## src/psq_map.svh

```systemverilog
// Purpose: constants for the program sequencer and its register slave
// Assumes: byte addressing on the register bus, one word per register
// Notes: definitions only
`ifndef PSQ_MAP_SVH
`define PSQ_MAP_SVH
`define PSQ_PC_W            11
`define PSQ_RESET_VEC       11'h000
`define PSQ_VEC_EXT         11'h004
`define PSQ_VEC_TMR         11'h008
`define PSQ_VEC_ADC         11'h00C
`define PSQ_PHASES          4
`define PSQ_PCL_OFS         8'h06
`define PSQ_REG_PCL         12'h018
`define PSQ_REG_STAT        12'h000
`define PSQ_REG_CTRL        12'h004
`define PSQ_REG_PCFULL      12'h008
`define PSQ_SST_CYC         1024
`define PSQ_CLK_MHZ         50
`define PSQ_RESP_OKAY       2'b00
`define PSQ_RESP_SLVERR     2'b10
`endif

```

## src/psq_pkg.sv

```systemverilog
// Purpose: types shared by the sequencer files
// Assumes: psq_map.svh holds the numbers
// Notes: none
package psq_pkg;
    typedef enum logic [2:0] {
        PSQ_EV_NONE, PSQ_EV_JUMP, PSQ_EV_RET, PSQ_EV_SKIP,
        PSQ_EV_EXT, PSQ_EV_TMR, PSQ_EV_ADC
    } psq_event_t;
    typedef struct packed {
        psq_event_t   ev;
        logic [10:0]  target;
    } psq_ctl_t;
    typedef enum logic [1:0] {PSQ_RUN, PSQ_HALT, PSQ_WAKE} psq_mode_t;
endpackage

```

## src/psq_phase_gen.sv

```systemverilog
// Purpose: divide the system clock into four one-hot phases
// Assumes: synchronous active-low reset
// Notes: phase 0 marks the start of each instruction cycle
`timescale 1ns/10ps
`include "psq_map.svh"
module psq_phase_gen
    import psq_pkg::*;
#(
    parameter int PHASES = `PSQ_PHASES
) (
    input  wire logic              clk_sys,
    input  wire logic              nrst,
    input  wire logic              run,
    output logic [PHASES-1:0]      phase_q
);
    logic [PHASES-1:0] phase_d;
    // rotate the ring only while the pipeline runs
    assign phase_d = run ? {phase_q[PHASES-2:0], phase_q[PHASES-1]} : phase_q;
    always_ff @(posedge clk_sys) begin
        if (!nrst) begin
            phase_q <= {{(PHASES-1){1'b0}}, 1'b1};
        end else begin
            phase_q <= phase_d;
        end
    end
    AST_ONEHOT: assert property (@(posedge clk_sys) disable iff (!nrst)
        $onehot(phase_q)) else $error("phase ring not one-hot");
endmodule

```

## src/psq_sequencer.sv

```systemverilog
// Purpose: program sequencer with fetch/execute pipeline and register slave
// Assumes: execute path presents control events on phase 3 of each cycle
// Notes: program memory answers in the same clock as fetch_req
//
// Summary of operation
// - four one-hot phases rotate in fixed order each instruction cycle
// - one instruction cycle is exactly four system clock periods
// - next word is fetched while the current word executes
// - any load of the counter flushes the fetched word, a dummy cycle
// - counter steps by one after every program memory fetch except the fetch of a dummy cycle
// - jumps, calls, returns, skips, writes, reset, interrupts load their address
// - true skip discards the fetched word; false skip continues normally
// - counter low byte readable and writable as special register 06H
// - low byte write is a short jump within the current 256-word block
// - wake-up from halt waits 1024 clock periods before fetching resumes
// - any reset clears the counter to address 000H
// - interrupt vectors: 004H external, 008H timer, 00CH conversion
// - taken skip leaves the counter two words past the skip
//
// The AXI4-Lite interface to the registers is this design's own decision.
`timescale 1ns/10ps
`include "psq_map.svh"
module psq_sequencer
    import psq_pkg::*;
#(
    parameter int PC_W    = `PSQ_PC_W,
    parameter int SST_CYC = `PSQ_SST_CYC
) (
    input  wire logic               clk_sys,
    input  wire logic               nrst,
    // execute path
    input  psq_ctl_t                ctl,
    input  wire logic               halt_req,
    input  wire logic               wake_req,
    input  wire logic               sfr_wr,
    input  wire logic [7:0]         sfr_addr,
    input  wire logic [7:0]         sfr_wdata,
    output logic [7:0]              sfr_rdata_q,
    // program memory
    output logic [PC_W-1:0]         fetch_addr_q,
    output logic                    fetch_req_q,
    input  wire logic [13:0]        fetch_data,
    output logic [13:0]             exec_word_q,
    output logic                    exec_valid_q,
    output logic [3:0]              phase_out_q,
    // AXI4-Lite slave
    input  wire logic [11:0]        s_awaddr,
    input  wire logic               s_awvalid,
    output logic                    s_awready_q,
    input  wire logic [31:0]        s_wdata,
    input  wire logic [3:0]         s_wstrb,
    input  wire logic               s_wvalid,
    output logic                    s_wready_q,
    output logic [1:0]              s_bresp_q,
    output logic                    s_bvalid_q,
    input  wire logic               s_bready,
    input  wire logic [11:0]        s_araddr,
    input  wire logic               s_arvalid,
    output logic                    s_arready_q,
    output logic [31:0]             s_rdata_q,
    output logic [1:0]              s_rresp_q,
    output logic                    s_rvalid_q,
    input  wire logic               s_rready
);
    ////////////////////////////////////////////////////////////////////////////
    logic [3:0]       phase_q;
    logic             wake_busy_q;
    psq_mode_t        mode_q, mode_d;
    logic [PC_W-1:0]  program_counter_q, program_counter_d;
    logic             flush_q, flush_d;
    logic             run;
    logic             wake_start;
    logic             cyc_end;

    // phases only rotate while running; halt freezes the pipeline
    assign run = (mode_q == PSQ_RUN);
    psq_phase_gen #(.PHASES(`PSQ_PHASES)) u_phase (
        .clk_sys (clk_sys),
        .nrst    (nrst),
        .run     (run),
        .phase_q (phase_q)
    );
    psq_wake_timer #(.CYC(SST_CYC)) u_wake (
        .clk_sys (clk_sys),
        .nrst    (nrst),
        .start   (wake_start),
        .busy_q  (wake_busy_q)
    );

    ////////////////////////////////////////////////////////////////////////////
    // halt and wake sequencing
    assign wake_start = (mode_q == PSQ_HALT) && wake_req;
    always_comb begin
        mode_d = mode_q;
        unique case (mode_q)
            PSQ_RUN:  if (halt_req && cyc_end) mode_d = PSQ_HALT;
            PSQ_HALT: if (wake_req) mode_d = PSQ_WAKE;
            PSQ_WAKE: if (!wake_busy_q && !wake_start) mode_d = PSQ_RUN;
        endcase
    end

    ////////////////////////////////////////////////////////////////////////////
    // counter load decode, taken at the last phase of a cycle
    assign cyc_end = phase_q[3];
    wire        bus_pcl_wr;
    wire  [7:0] bus_pcl_val;
    wire        pcl_wr    = sfr_wr && (sfr_addr == `PSQ_PCL_OFS);
    wire        any_pcl   = pcl_wr || bus_pcl_wr;
    wire  [7:0] pcl_val   = pcl_wr ? sfr_wdata : bus_pcl_val;
    wire  [PC_W-1:0] pc_inc  = program_counter_q + 1'b1;
    // short jump keeps the block bits
    wire  [PC_W-1:0] pc_short = {program_counter_q[PC_W-1:8], pcl_val};

    function automatic logic [PC_W-1:0] vec_of(input psq_event_t ev);
        unique case (ev)
            PSQ_EV_EXT: vec_of = PC_W'(`PSQ_VEC_EXT);
            PSQ_EV_TMR: vec_of = PC_W'(`PSQ_VEC_TMR);
            PSQ_EV_ADC: vec_of = PC_W'(`PSQ_VEC_ADC);
            default:    vec_of = PC_W'(`PSQ_RESET_VEC);
        endcase
    endfunction

    wire is_int  = (ctl.ev == PSQ_EV_EXT) || (ctl.ev == PSQ_EV_TMR) || (ctl.ev == PSQ_EV_ADC);
    wire is_xfer = (ctl.ev == PSQ_EV_JUMP) || (ctl.ev == PSQ_EV_RET);
    wire is_skip = (ctl.ev == PSQ_EV_SKIP);
    wire load    = exec_valid_q && (is_int || is_xfer || is_skip || any_pcl);

    // the counter already points past the fetched word, so a skip adds one more
    always_comb begin
        program_counter_d = program_counter_q;
        flush_d           = flush_q;
        if (run && cyc_end) begin
            flush_d = 1'b0;
            if (load) begin
                flush_d = 1'b1;
                if (is_int)       program_counter_d = vec_of(ctl.ev);
                else if (is_xfer) program_counter_d = ctl.target[PC_W-1:0];
                else if (is_skip) program_counter_d = pc_inc;
                else              program_counter_d = pc_short;
            end
        end else if (run && phase_q[0] && !flush_q) begin
            // dummy fetch holds the counter so the target is fetched again
            program_counter_d = pc_inc;
        end
    end

    ////////////////////////////////////////////////////////////////////////////
    // pipeline registers: fetch at phase 0, word lands at next phase
    always_ff @(posedge clk_sys) begin
        if (!nrst) begin
            program_counter_q <= PC_W'(`PSQ_RESET_VEC);
            mode_q            <= PSQ_RUN;
            flush_q           <= 1'b1;
            fetch_addr_q      <= '0;
            fetch_req_q       <= 1'b0;
            exec_word_q       <= '0;
            exec_valid_q      <= 1'b0;
            phase_out_q       <= 4'h1;
        end else begin
            program_counter_q <= program_counter_d;
            mode_q            <= mode_d;
            flush_q           <= flush_d;
            phase_out_q       <= phase_q;
            fetch_req_q       <= run && phase_q[0];
            fetch_addr_q      <= program_counter_q;
            // a dummy cycle executes nothing
            if (fetch_req_q) begin
                exec_word_q  <= fetch_data;
                exec_valid_q <= !flush_q;
            end
        end
    end

    ////////////////////////////////////////////////////////////////////////////
    // special register read path
    always_ff @(posedge clk_sys) begin
        if (!nrst) sfr_rdata_q <= '0;
        else       sfr_rdata_q <= (sfr_addr == `PSQ_PCL_OFS) ? program_counter_q[7:0] : 8'h00;
    end

    ////////////////////////////////////////////////////////////////////////////
    // AXI4-Lite slave; bus low-byte writes wait for the next cycle end with a valid word executing
    logic        aw_got_q, w_got_q, pend_q;
    logic [11:0] aw_q;
    logic [7:0]  wd_q;
    logic        ctrl_halt_q;
    wire aw_take = s_awvalid && s_awready_q;
    wire w_take  = s_wvalid && s_wready_q;
    wire wr_go   = aw_got_q && w_got_q && !s_bvalid_q;
    wire wr_pcl  = aw_q == `PSQ_REG_PCL;
    wire wr_ctrl = aw_q == `PSQ_REG_CTRL;
    assign bus_pcl_wr  = pend_q && !pcl_wr;
    assign bus_pcl_val = wd_q;
    wire pend_done = pend_q && run && cyc_end && exec_valid_q;

    always_ff @(posedge clk_sys) begin
        if (!nrst) begin
            aw_got_q <= 1'b0; w_got_q <= 1'b0; pend_q <= 1'b0;
            aw_q <= '0; wd_q <= '0; ctrl_halt_q <= 1'b0;
            s_awready_q <= 1'b1; s_wready_q <= 1'b1;
            s_bvalid_q <= 1'b0; s_bresp_q <= `PSQ_RESP_OKAY;
        end else begin
            if (aw_take) begin aw_got_q <= 1'b1; aw_q <= s_awaddr; s_awready_q <= 1'b0; end
            if (w_take) begin
                w_got_q <= 1'b1; s_wready_q <= 1'b0;
                if (s_wstrb[0]) wd_q <= s_wdata[7:0];
            end
            if (pend_done) pend_q <= 1'b0;
            if (wr_go) begin
                aw_got_q <= 1'b0; w_got_q <= 1'b0; s_bvalid_q <= 1'b1;
                s_bresp_q <= (wr_pcl || wr_ctrl) ? `PSQ_RESP_OKAY : `PSQ_RESP_SLVERR;
                if (wr_pcl) pend_q <= 1'b1;
                if (wr_ctrl) ctrl_halt_q <= wd_q[0];
            end
            if (s_bvalid_q && s_bready) begin
                s_bvalid_q <= 1'b0; s_awready_q <= 1'b1; s_wready_q <= 1'b1;
            end
        end
    end

    wire [31:0] rd_mux =
        (s_araddr == `PSQ_REG_PCL)    ? {24'h0, program_counter_q[7:0]} :
        (s_araddr == `PSQ_REG_PCFULL) ? {21'h0, program_counter_q} :
        (s_araddr == `PSQ_REG_CTRL)   ? {31'h0, ctrl_halt_q} :
        (s_araddr == `PSQ_REG_STAT)   ? {27'h0, pend_q, wake_busy_q, mode_q, exec_valid_q} :
        32'h0;
    wire rd_ok = (s_araddr == `PSQ_REG_PCL) || (s_araddr == `PSQ_REG_PCFULL) ||
                 (s_araddr == `PSQ_REG_CTRL) || (s_araddr == `PSQ_REG_STAT);
    always_ff @(posedge clk_sys) begin
        if (!nrst) begin
            s_arready_q <= 1'b1; s_rvalid_q <= 1'b0;
            s_rdata_q <= '0; s_rresp_q <= `PSQ_RESP_OKAY;
        end else if (s_arvalid && s_arready_q) begin
            s_arready_q <= 1'b0; s_rvalid_q <= 1'b1;
            s_rdata_q <= rd_mux;
            s_rresp_q <= rd_ok ? `PSQ_RESP_OKAY : `PSQ_RESP_SLVERR;
        end else if (s_rvalid_q && s_rready) begin
            s_rvalid_q <= 1'b0; s_arready_q <= 1'b1;
        end
    end

    ////////////////////////////////////////////////////////////////////////////
    AST_FOUR: assert property (@(posedge clk_sys) disable iff (!nrst)
        (run && phase_q[0]) ##1 run[*3] |=> phase_q[0])
        else $error("cycle not four clocks");
    AST_PHASE_ORDER: assert property (@(posedge clk_sys) disable iff (!nrst)
        (run && phase_q[0]) |=> phase_q[1])
        else $error("phase order broken");
    AST_INC: assert property (@(posedge clk_sys) disable iff (!nrst)
        (run && phase_q[0] && !flush_q) |=> program_counter_q == $past(program_counter_q) + 1'b1)
        else $error("no increment after fetch");
    AST_DUMMY_HOLD: assert property (@(posedge clk_sys) disable iff (!nrst)
        (run && phase_q[0] && flush_q) |=> program_counter_q == $past(program_counter_q))
        else $error("counter moved in dummy cycle");
    AST_VEC: assert property (@(posedge clk_sys) disable iff (!nrst)
        (run && cyc_end && exec_valid_q && ctl.ev == PSQ_EV_TMR)
        |=> program_counter_q == 11'h008)
        else $error("timer vector wrong");
    AST_FLUSH: assert property (@(posedge clk_sys) disable iff (!nrst)
        (run && cyc_end && load && !halt_req) |-> ##3 !exec_valid_q)
        else $error("no dummy cycle");
    AST_SHORT: assert property (@(posedge clk_sys) disable iff (!nrst)
        (run && cyc_end && exec_valid_q && pcl_wr && ctl.ev == PSQ_EV_NONE)
        |=> program_counter_q == {$past(program_counter_q[10:8]), $past(sfr_wdata)})
        else $error("short jump left block");
    AST_SKIP: assert property (@(posedge clk_sys) disable iff (!nrst)
        (run && cyc_end && exec_valid_q && is_skip)
        |=> program_counter_q == $past(program_counter_q) + 1'b1)
        else $error("skip target wrong");
    AST_WAKE: assert property (@(posedge clk_sys) disable iff (!nrst)
        wake_start |=> !run [*8])
        else $error("ran during start-up delay");
    AST_RESET: assert property (@(posedge clk_sys)
        !nrst |=> program_counter_q == 11'h000)
        else $error("counter not cleared at reset");
    COV_SKIP: cover property (@(posedge clk_sys) run && cyc_end && exec_valid_q && is_skip);
    COV_INT:  cover property (@(posedge clk_sys) run && cyc_end && exec_valid_q && is_int);
    COV_WAKE: cover property (@(posedge clk_sys) mode_q == PSQ_WAKE ##1 mode_q == PSQ_RUN);
    COV_BUSPCL: cover property (@(posedge clk_sys) pend_done);
endmodule

```

## src/psq_wake_timer.sv

```systemverilog
// Purpose: start-up delay counter after wake-up from halt
// Assumes: start is a one-cycle pulse
// Notes: busy stays high for exactly CYC clock periods
`timescale 1ns/10ps
`include "psq_map.svh"
module psq_wake_timer
    import psq_pkg::*;
#(
    parameter int CYC = `PSQ_SST_CYC
) (
    input  wire logic  clk_sys,
    input  wire logic  nrst,
    input  wire logic  start,
    output logic       busy_q
);
    localparam int CW = $clog2(CYC + 1);
    logic [CW-1:0] cnt_q;
    logic [CW-1:0] cnt_d;
    // load on start, count down to zero
    assign cnt_d = start ? CW'(CYC) : ((cnt_q != '0) ? cnt_q - 1'b1 : cnt_q);
    always_ff @(posedge clk_sys) begin
        if (!nrst) begin
            cnt_q  <= '0;
            busy_q <= 1'b0;
        end else begin
            cnt_q  <= cnt_d;
            busy_q <= (cnt_d != '0);
        end
    end
endmodule
```

## config.mk

```make
export PLATFORM = sky130hd
export DESIGN_NAME = psq_sequencer
export DESIGN_NICKNAME = d
export VERILOG_FILES = /design/src/psq_pkg.sv /design/src/psq_phase_gen.sv /design/src/psq_sequencer.sv /design/src/psq_wake_timer.sv
export VERILOG_INCLUDE_DIRS = /design/src
export SDC_FILE = /design/constraint.sdc
export NUM_CORES = 1
export LEC_CHECK = 0
export CAP_MARGIN = 10
export CORE_MARGIN = 10
export CORE_UTILIZATION = 23
export DETAILED_ROUTE_END_ITERATION = 6
export DONT_BUFFER_PORTS = 1
export GPL_TIMING_DRIVEN = 0
export PLACE_DENSITY_LB_ADDON = 0.25
export RECOVER_POWER = 50
export SYNTH_ARGS = -nofsm -noshare
export SYNTH_HDL_FRONTEND = slang
export SYNTH_SLANG_ARGS = --single-unit
```

## constraint.sdc

```tcl
create_clock -name clk_sys -period 3.7 [get_ports clk_sys]
set_input_delay 0.37 -clock clk_sys [delete_from_list [all_inputs] [get_ports clk_sys]]
set_output_delay 0.37 -clock clk_sys [all_outputs]
set_load 0.02 [all_outputs]
```

==> results.md <==
- Routability-driven placement finished with a final weighted congestion of 0.796.
- STA puts the critical path data arrival time at between 2 and 3 ns.
- The number of ports placed on the die boundary is 194.
- The maximum number of pins on one net before global-route repair is 21.
- In this run, distinct cell masters in the synthesized netlist total 68.
- TritonCTS created 9 clock buffers.
- The cell taking the most area after synthesis is sky130_fd_sc_hd__dfxtp_1.
- Once the floorplan was initialized, standard cells occupied 23.5% of the core.
- The die is approximately 170 um tall.
- The number of global-route vias before repair is roughly 4,300.
- The wire length reported by the detailed router is about 17 mm.
- For this design the ratio of total power to cell area is 567 nW/um^2.
- For the final database, setup skew stands at between 0.015 and 0.02 ns.
- The standard-cell row count is 54.
- The worst setup path is of the reg -> reg kind.
- The overall track demand over capacity in global routing is 11.5%.
- Using the TritonRoute via totals, the vias-per-cell ratio works out to between 4 and 5.
- The clock tree synthesis step divided the H-tree into 3 levels.
- The worst min-delay path class is in -> reg.
- The final max-slew violation count is 0.
- The mapped netlist covers just over 5000 sq um.
- Headroom to the max-slew limit came out at a little over two fifths.
- The slew at the pin closest to its max-slew limit is a little under 0.9 ns.
- The clock passes through at most 2 buffers.
- The total overflow reported by the global router is 0.
- The number of clock sinks seen by CTS is ~110.
- Once detail routing completed, the nets flagged for antenna violations numbered 0.
- STA classifies the critical path endpoint as a flop.
- The number of antenna violations at the first check in global routing is 0.
- For this design, the CTS-stage hold fixing added 0 buffers.
- The fraction of layout cells with a size suffix above 1 is about an eighth.
- After clock tree synthesis, the clock-pin slew on the worst setup and hold paths is around 0.080 ns.
- The average size of a mapped cell is between 8 and 9 sq um.
- The clock root buffer master is sky130_fd_sc_hd__clkbuf_16.
- The total of warnings raised by yosys is 0.
- The overall power is about 0.0033 W.
- The synthesized design contains 0 enable-type register cells.
- The final worst-path cycle share is about three quarters.
- The worst supply voltage drop on vdd is 0.249 mV.
- The number of I/O port buffers is 0.
- The share of Yosys cell area claimed by the top area cell type is 43.1%.
- The first-pass GRT wire length is between 20 and 30 mm.
- The run finished with clean final reports.
- The fmax is between 300 and 400 MHz.
- The number of endpoints with negative hold slack in the final report came to 0.
- The number of buffers added for setup after CTS is 0.
- The sort of element at the start of the critical path is a flop.
- Relative to the synthesized area, the layout overhead comes to 13.8%.
- The clock period could shrink to around 2.7 ns.
- For this run, design rule violations remaining after detail routing come to 0.
- Gates resized during post-CTS repair numbered 0.
- The number of setup violations in the final report is 0.
- For this run, the register share of the synthesized area comes to approximately 43%.
- Across all setup checks in the final design, the least slack found is between 0.9 and 1 ns.
- The leakage dissipation is about 2.3 nW.
- The tool flagged a number of max-cap violations equal to 0.
- The async set-or-reset flop fraction in the synthesized netlist is 0%.
- Along the worst path, the maximum fanout reaches 10.
- The final total negative setup slack is 0 ns.
- After routing the design area is a little under 6000 sq um.
- The average wire length per cell after detail routing is 18.9 um.
- The most instantiated flip-flop cell in the synthesis netlist is sky130_fd_sc_hd__dfxtp_1.
- The number of optimization iterations in the first detailed-route pass is 4.
- The estimated wirelength of the detail-placed design is 13.3 mm.
- Setup repair after global routing left no endpoint under its margin.
- The synthesized flop and latch total is around 110.
- Ranked by total cell area, the synthesized netlist is headed by sky130_fd_sc_hd__dfxtp_1, sky130_fd_sc_hd__mux2i_1, sky130_fd_sc_hd__nor2_1.
- In this run, the number of DRC markers left after iteration 0 of detailed routing was 202.
- Synthesis handed over a netlist of just under 600 instances.
- The x dimension of the die is 170 um.
- TritonCTS built the clock tree.
- STA puts the critical path data required time at between 3 and 4 ns.
- Prior to clock tree synthesis, the placed netlist has a worst setup slack of 1.21 ns.
- The via count is about 4,100.
- The floorplan step defined a die boundary enclosing between 20,000 and 30,000 sq um.
- The tightest hold path in the finished design has a slack of 0.106 ns.
- The latest clock arrival within the worst-skew pair is 0.37 ns.
- The area of the core is 22,000 sq um.
- After detailed placement, the total cell area comes to 5590 sq um.
- For this run, the post-layout net count is 737.
## synth_stat cells (5+ instances only)
cell                       instances
sky130_fd_sc_hd__o21ai_0          21
sky130_fd_sc_hd__ha_1              6
sky130_fd_sc_hd__and2_1           27
sky130_fd_sc_hd__nand3_1          17
sky130_fd_sc_hd__mux2i_1          31
sky130_fd_sc_hd__nor3_1           12
sky130_fd_sc_hd__nand2b_1          7
sky130_fd_sc_hd__o31ai_1           5
sky130_fd_sc_hd__and3_1            6
sky130_fd_sc_hd__dfxtp_1         111
sky130_fd_sc_hd__nor2_1           62
sky130_fd_sc_hd__a21oi_1          44
sky130_fd_sc_hd__a31oi_1           9
sky130_fd_sc_hd__clkbuf_1         19
sky130_fd_sc_hd__inv_1            13
sky130_fd_sc_hd__buf_4            23
sky130_fd_sc_hd__buf_2             5
sky130_fd_sc_hd__mux2_2            7
sky130_fd_sc_hd__or2_2             5
sky130_fd_sc_hd__a211oi_1          5
sky130_fd_sc_hd__nand2_1          54
sky130_fd_sc_hd__a221oi_1          7
## sequential cells by signal, summed over array words and instances, names as in the netlist, 4 cells and up
register,cells
fetch_addr_q,11
phase_out_q,4
program_counter_q,11
sfr_rdata_q,8
u_wake.cnt_q,11
aw_q,12
u_phase.phase_q,4
s_rdata_q,11
exec_word_q,14
bus_pcl_val,8
## worst max-delay path: stages (launching register included)
cell	delay [ns]
sky130_fd_sc_hd__dfxtp_1	0.37
sky130_fd_sc_hd__inv_1	0.10
sky130_fd_sc_hd__ha_1	0.16
sky130_fd_sc_hd__clkbuf_1	0.37
sky130_fd_sc_hd__nand2_1	0.35
sky130_fd_sc_hd__nor3_1	0.79
sky130_fd_sc_hd__a22oi_1	0.20
sky130_fd_sc_hd__a311oi_1	0.28
## cell families after synthesis
logic type / count (synthesis) / share of synthesized area (%)
AO/OA/AOI/OAI: 122 / 15.4
XOR/XNOR: 8 / 1.36
adder cells (fa/ha/maj): 6 / 1.45
buffers and inverters: 66 / 7.25
flip-flops: 111 / 43.1
multiplexers: 38 / 7.54
other: 1 / 0.0727
AND/OR/NAND/NOR: 232 / 23.8
## stage by stage
stage | cells | utilization (%)
after floorplan | 606 | -
after global placement | 886 | 25.5
after detailed placement | 886 | 25.5
after CTS | 902 | 26.8
after global routing | 902 | 26.7
final | 903 | 26.7
## worst paths after layout
path	from	end	slack (ns)	depth (start not counted)
setup / recovery	mode_q[0]$_SDFFE_PN0P_	program_counter_q[6]$_SDFFE_PN0P_	1.0	7
hold reg to reg	aw_q[5]$_SDFFE_PN0P_	aw_q[5]$_SDFFE_PN0P_	0.46	2
setup reg to reg	mode_q[0]$_SDFFE_PN0P_	program_counter_q[6]$_SDFFE_PN0P_	1.0	7
hold / removal	s_wvalid	s_wready_q$_SDFFE_PP1P_	0.11	1
## cell type report
cell class	count	area [sq um]
Antenna cell	1	2.50
Buffer	52	310
Clock buffer	9	225
Clock inverter	7	63.8
Fill cell	2357	16100
Inverter	14	52.6
Multi-Input combinational cell	429	2650
Sequential cell	111	2220
Tap cell	280	350
## power by group
group | total [W] | leakage (nW) | internal [W] | switching (W)
logic | 0.000858 | 1.29 | 0.000386 | 0.000471
clock network | 0.000972 | 0.136 | 0.000472 | 0.000500
registers | 0.00150 | 0.906 | 0.00132 | 0.000182
## placed cells by master (no fill, tap or decap), types with 5 or more instances in the layout
master	synthesis	final
sky130_fd_sc_hd__mux2i_1	31	31
sky130_fd_sc_hd__a211oi_1	5	5
sky130_fd_sc_hd__clkbuf_1	19	21
sky130_fd_sc_hd__buf_4	23	23
sky130_fd_sc_hd__a21oi_1	44	44
sky130_fd_sc_hd__a31oi_1	9	9
sky130_fd_sc_hd__and3_1	6	6
sky130_fd_sc_hd__dfxtp_1	111	111
sky130_fd_sc_hd__nor3_1	12	12
sky130_fd_sc_hd__mux2_2	7	7
sky130_fd_sc_hd__conb_1	1	23
sky130_fd_sc_hd__and2_1	27	18
sky130_fd_sc_hd__inv_1	13	13
sky130_fd_sc_hd__and2_0	0	9
sky130_fd_sc_hd__a221oi_1	7	7
sky130_fd_sc_hd__nand3_1	17	17
sky130_fd_sc_hd__o31ai_1	5	5
sky130_fd_sc_hd__nor2_1	62	62
sky130_fd_sc_hd__or2_2	5	5
sky130_fd_sc_hd__nand2b_1	7	7
sky130_fd_sc_hd__clkbuf_16	0	9
sky130_fd_sc_hd__nand2_1	54	54
sky130_fd_sc_hd__ha_1	6	6
sky130_fd_sc_hd__o21ai_0	21	21
## layer usage
layer / GRT usage [%] / up-vias / wire length, um
met2: 18.4 / 117 / 7920
met1: 14.4 / 1930 / 7800
met4: 3.40 / 0 / 220
met5: 0 / - / 0
met3: 3.47 / 12 / 1140
li1: - / 2079 / -
Note: power is estimated with default switching activity, not from simulation.
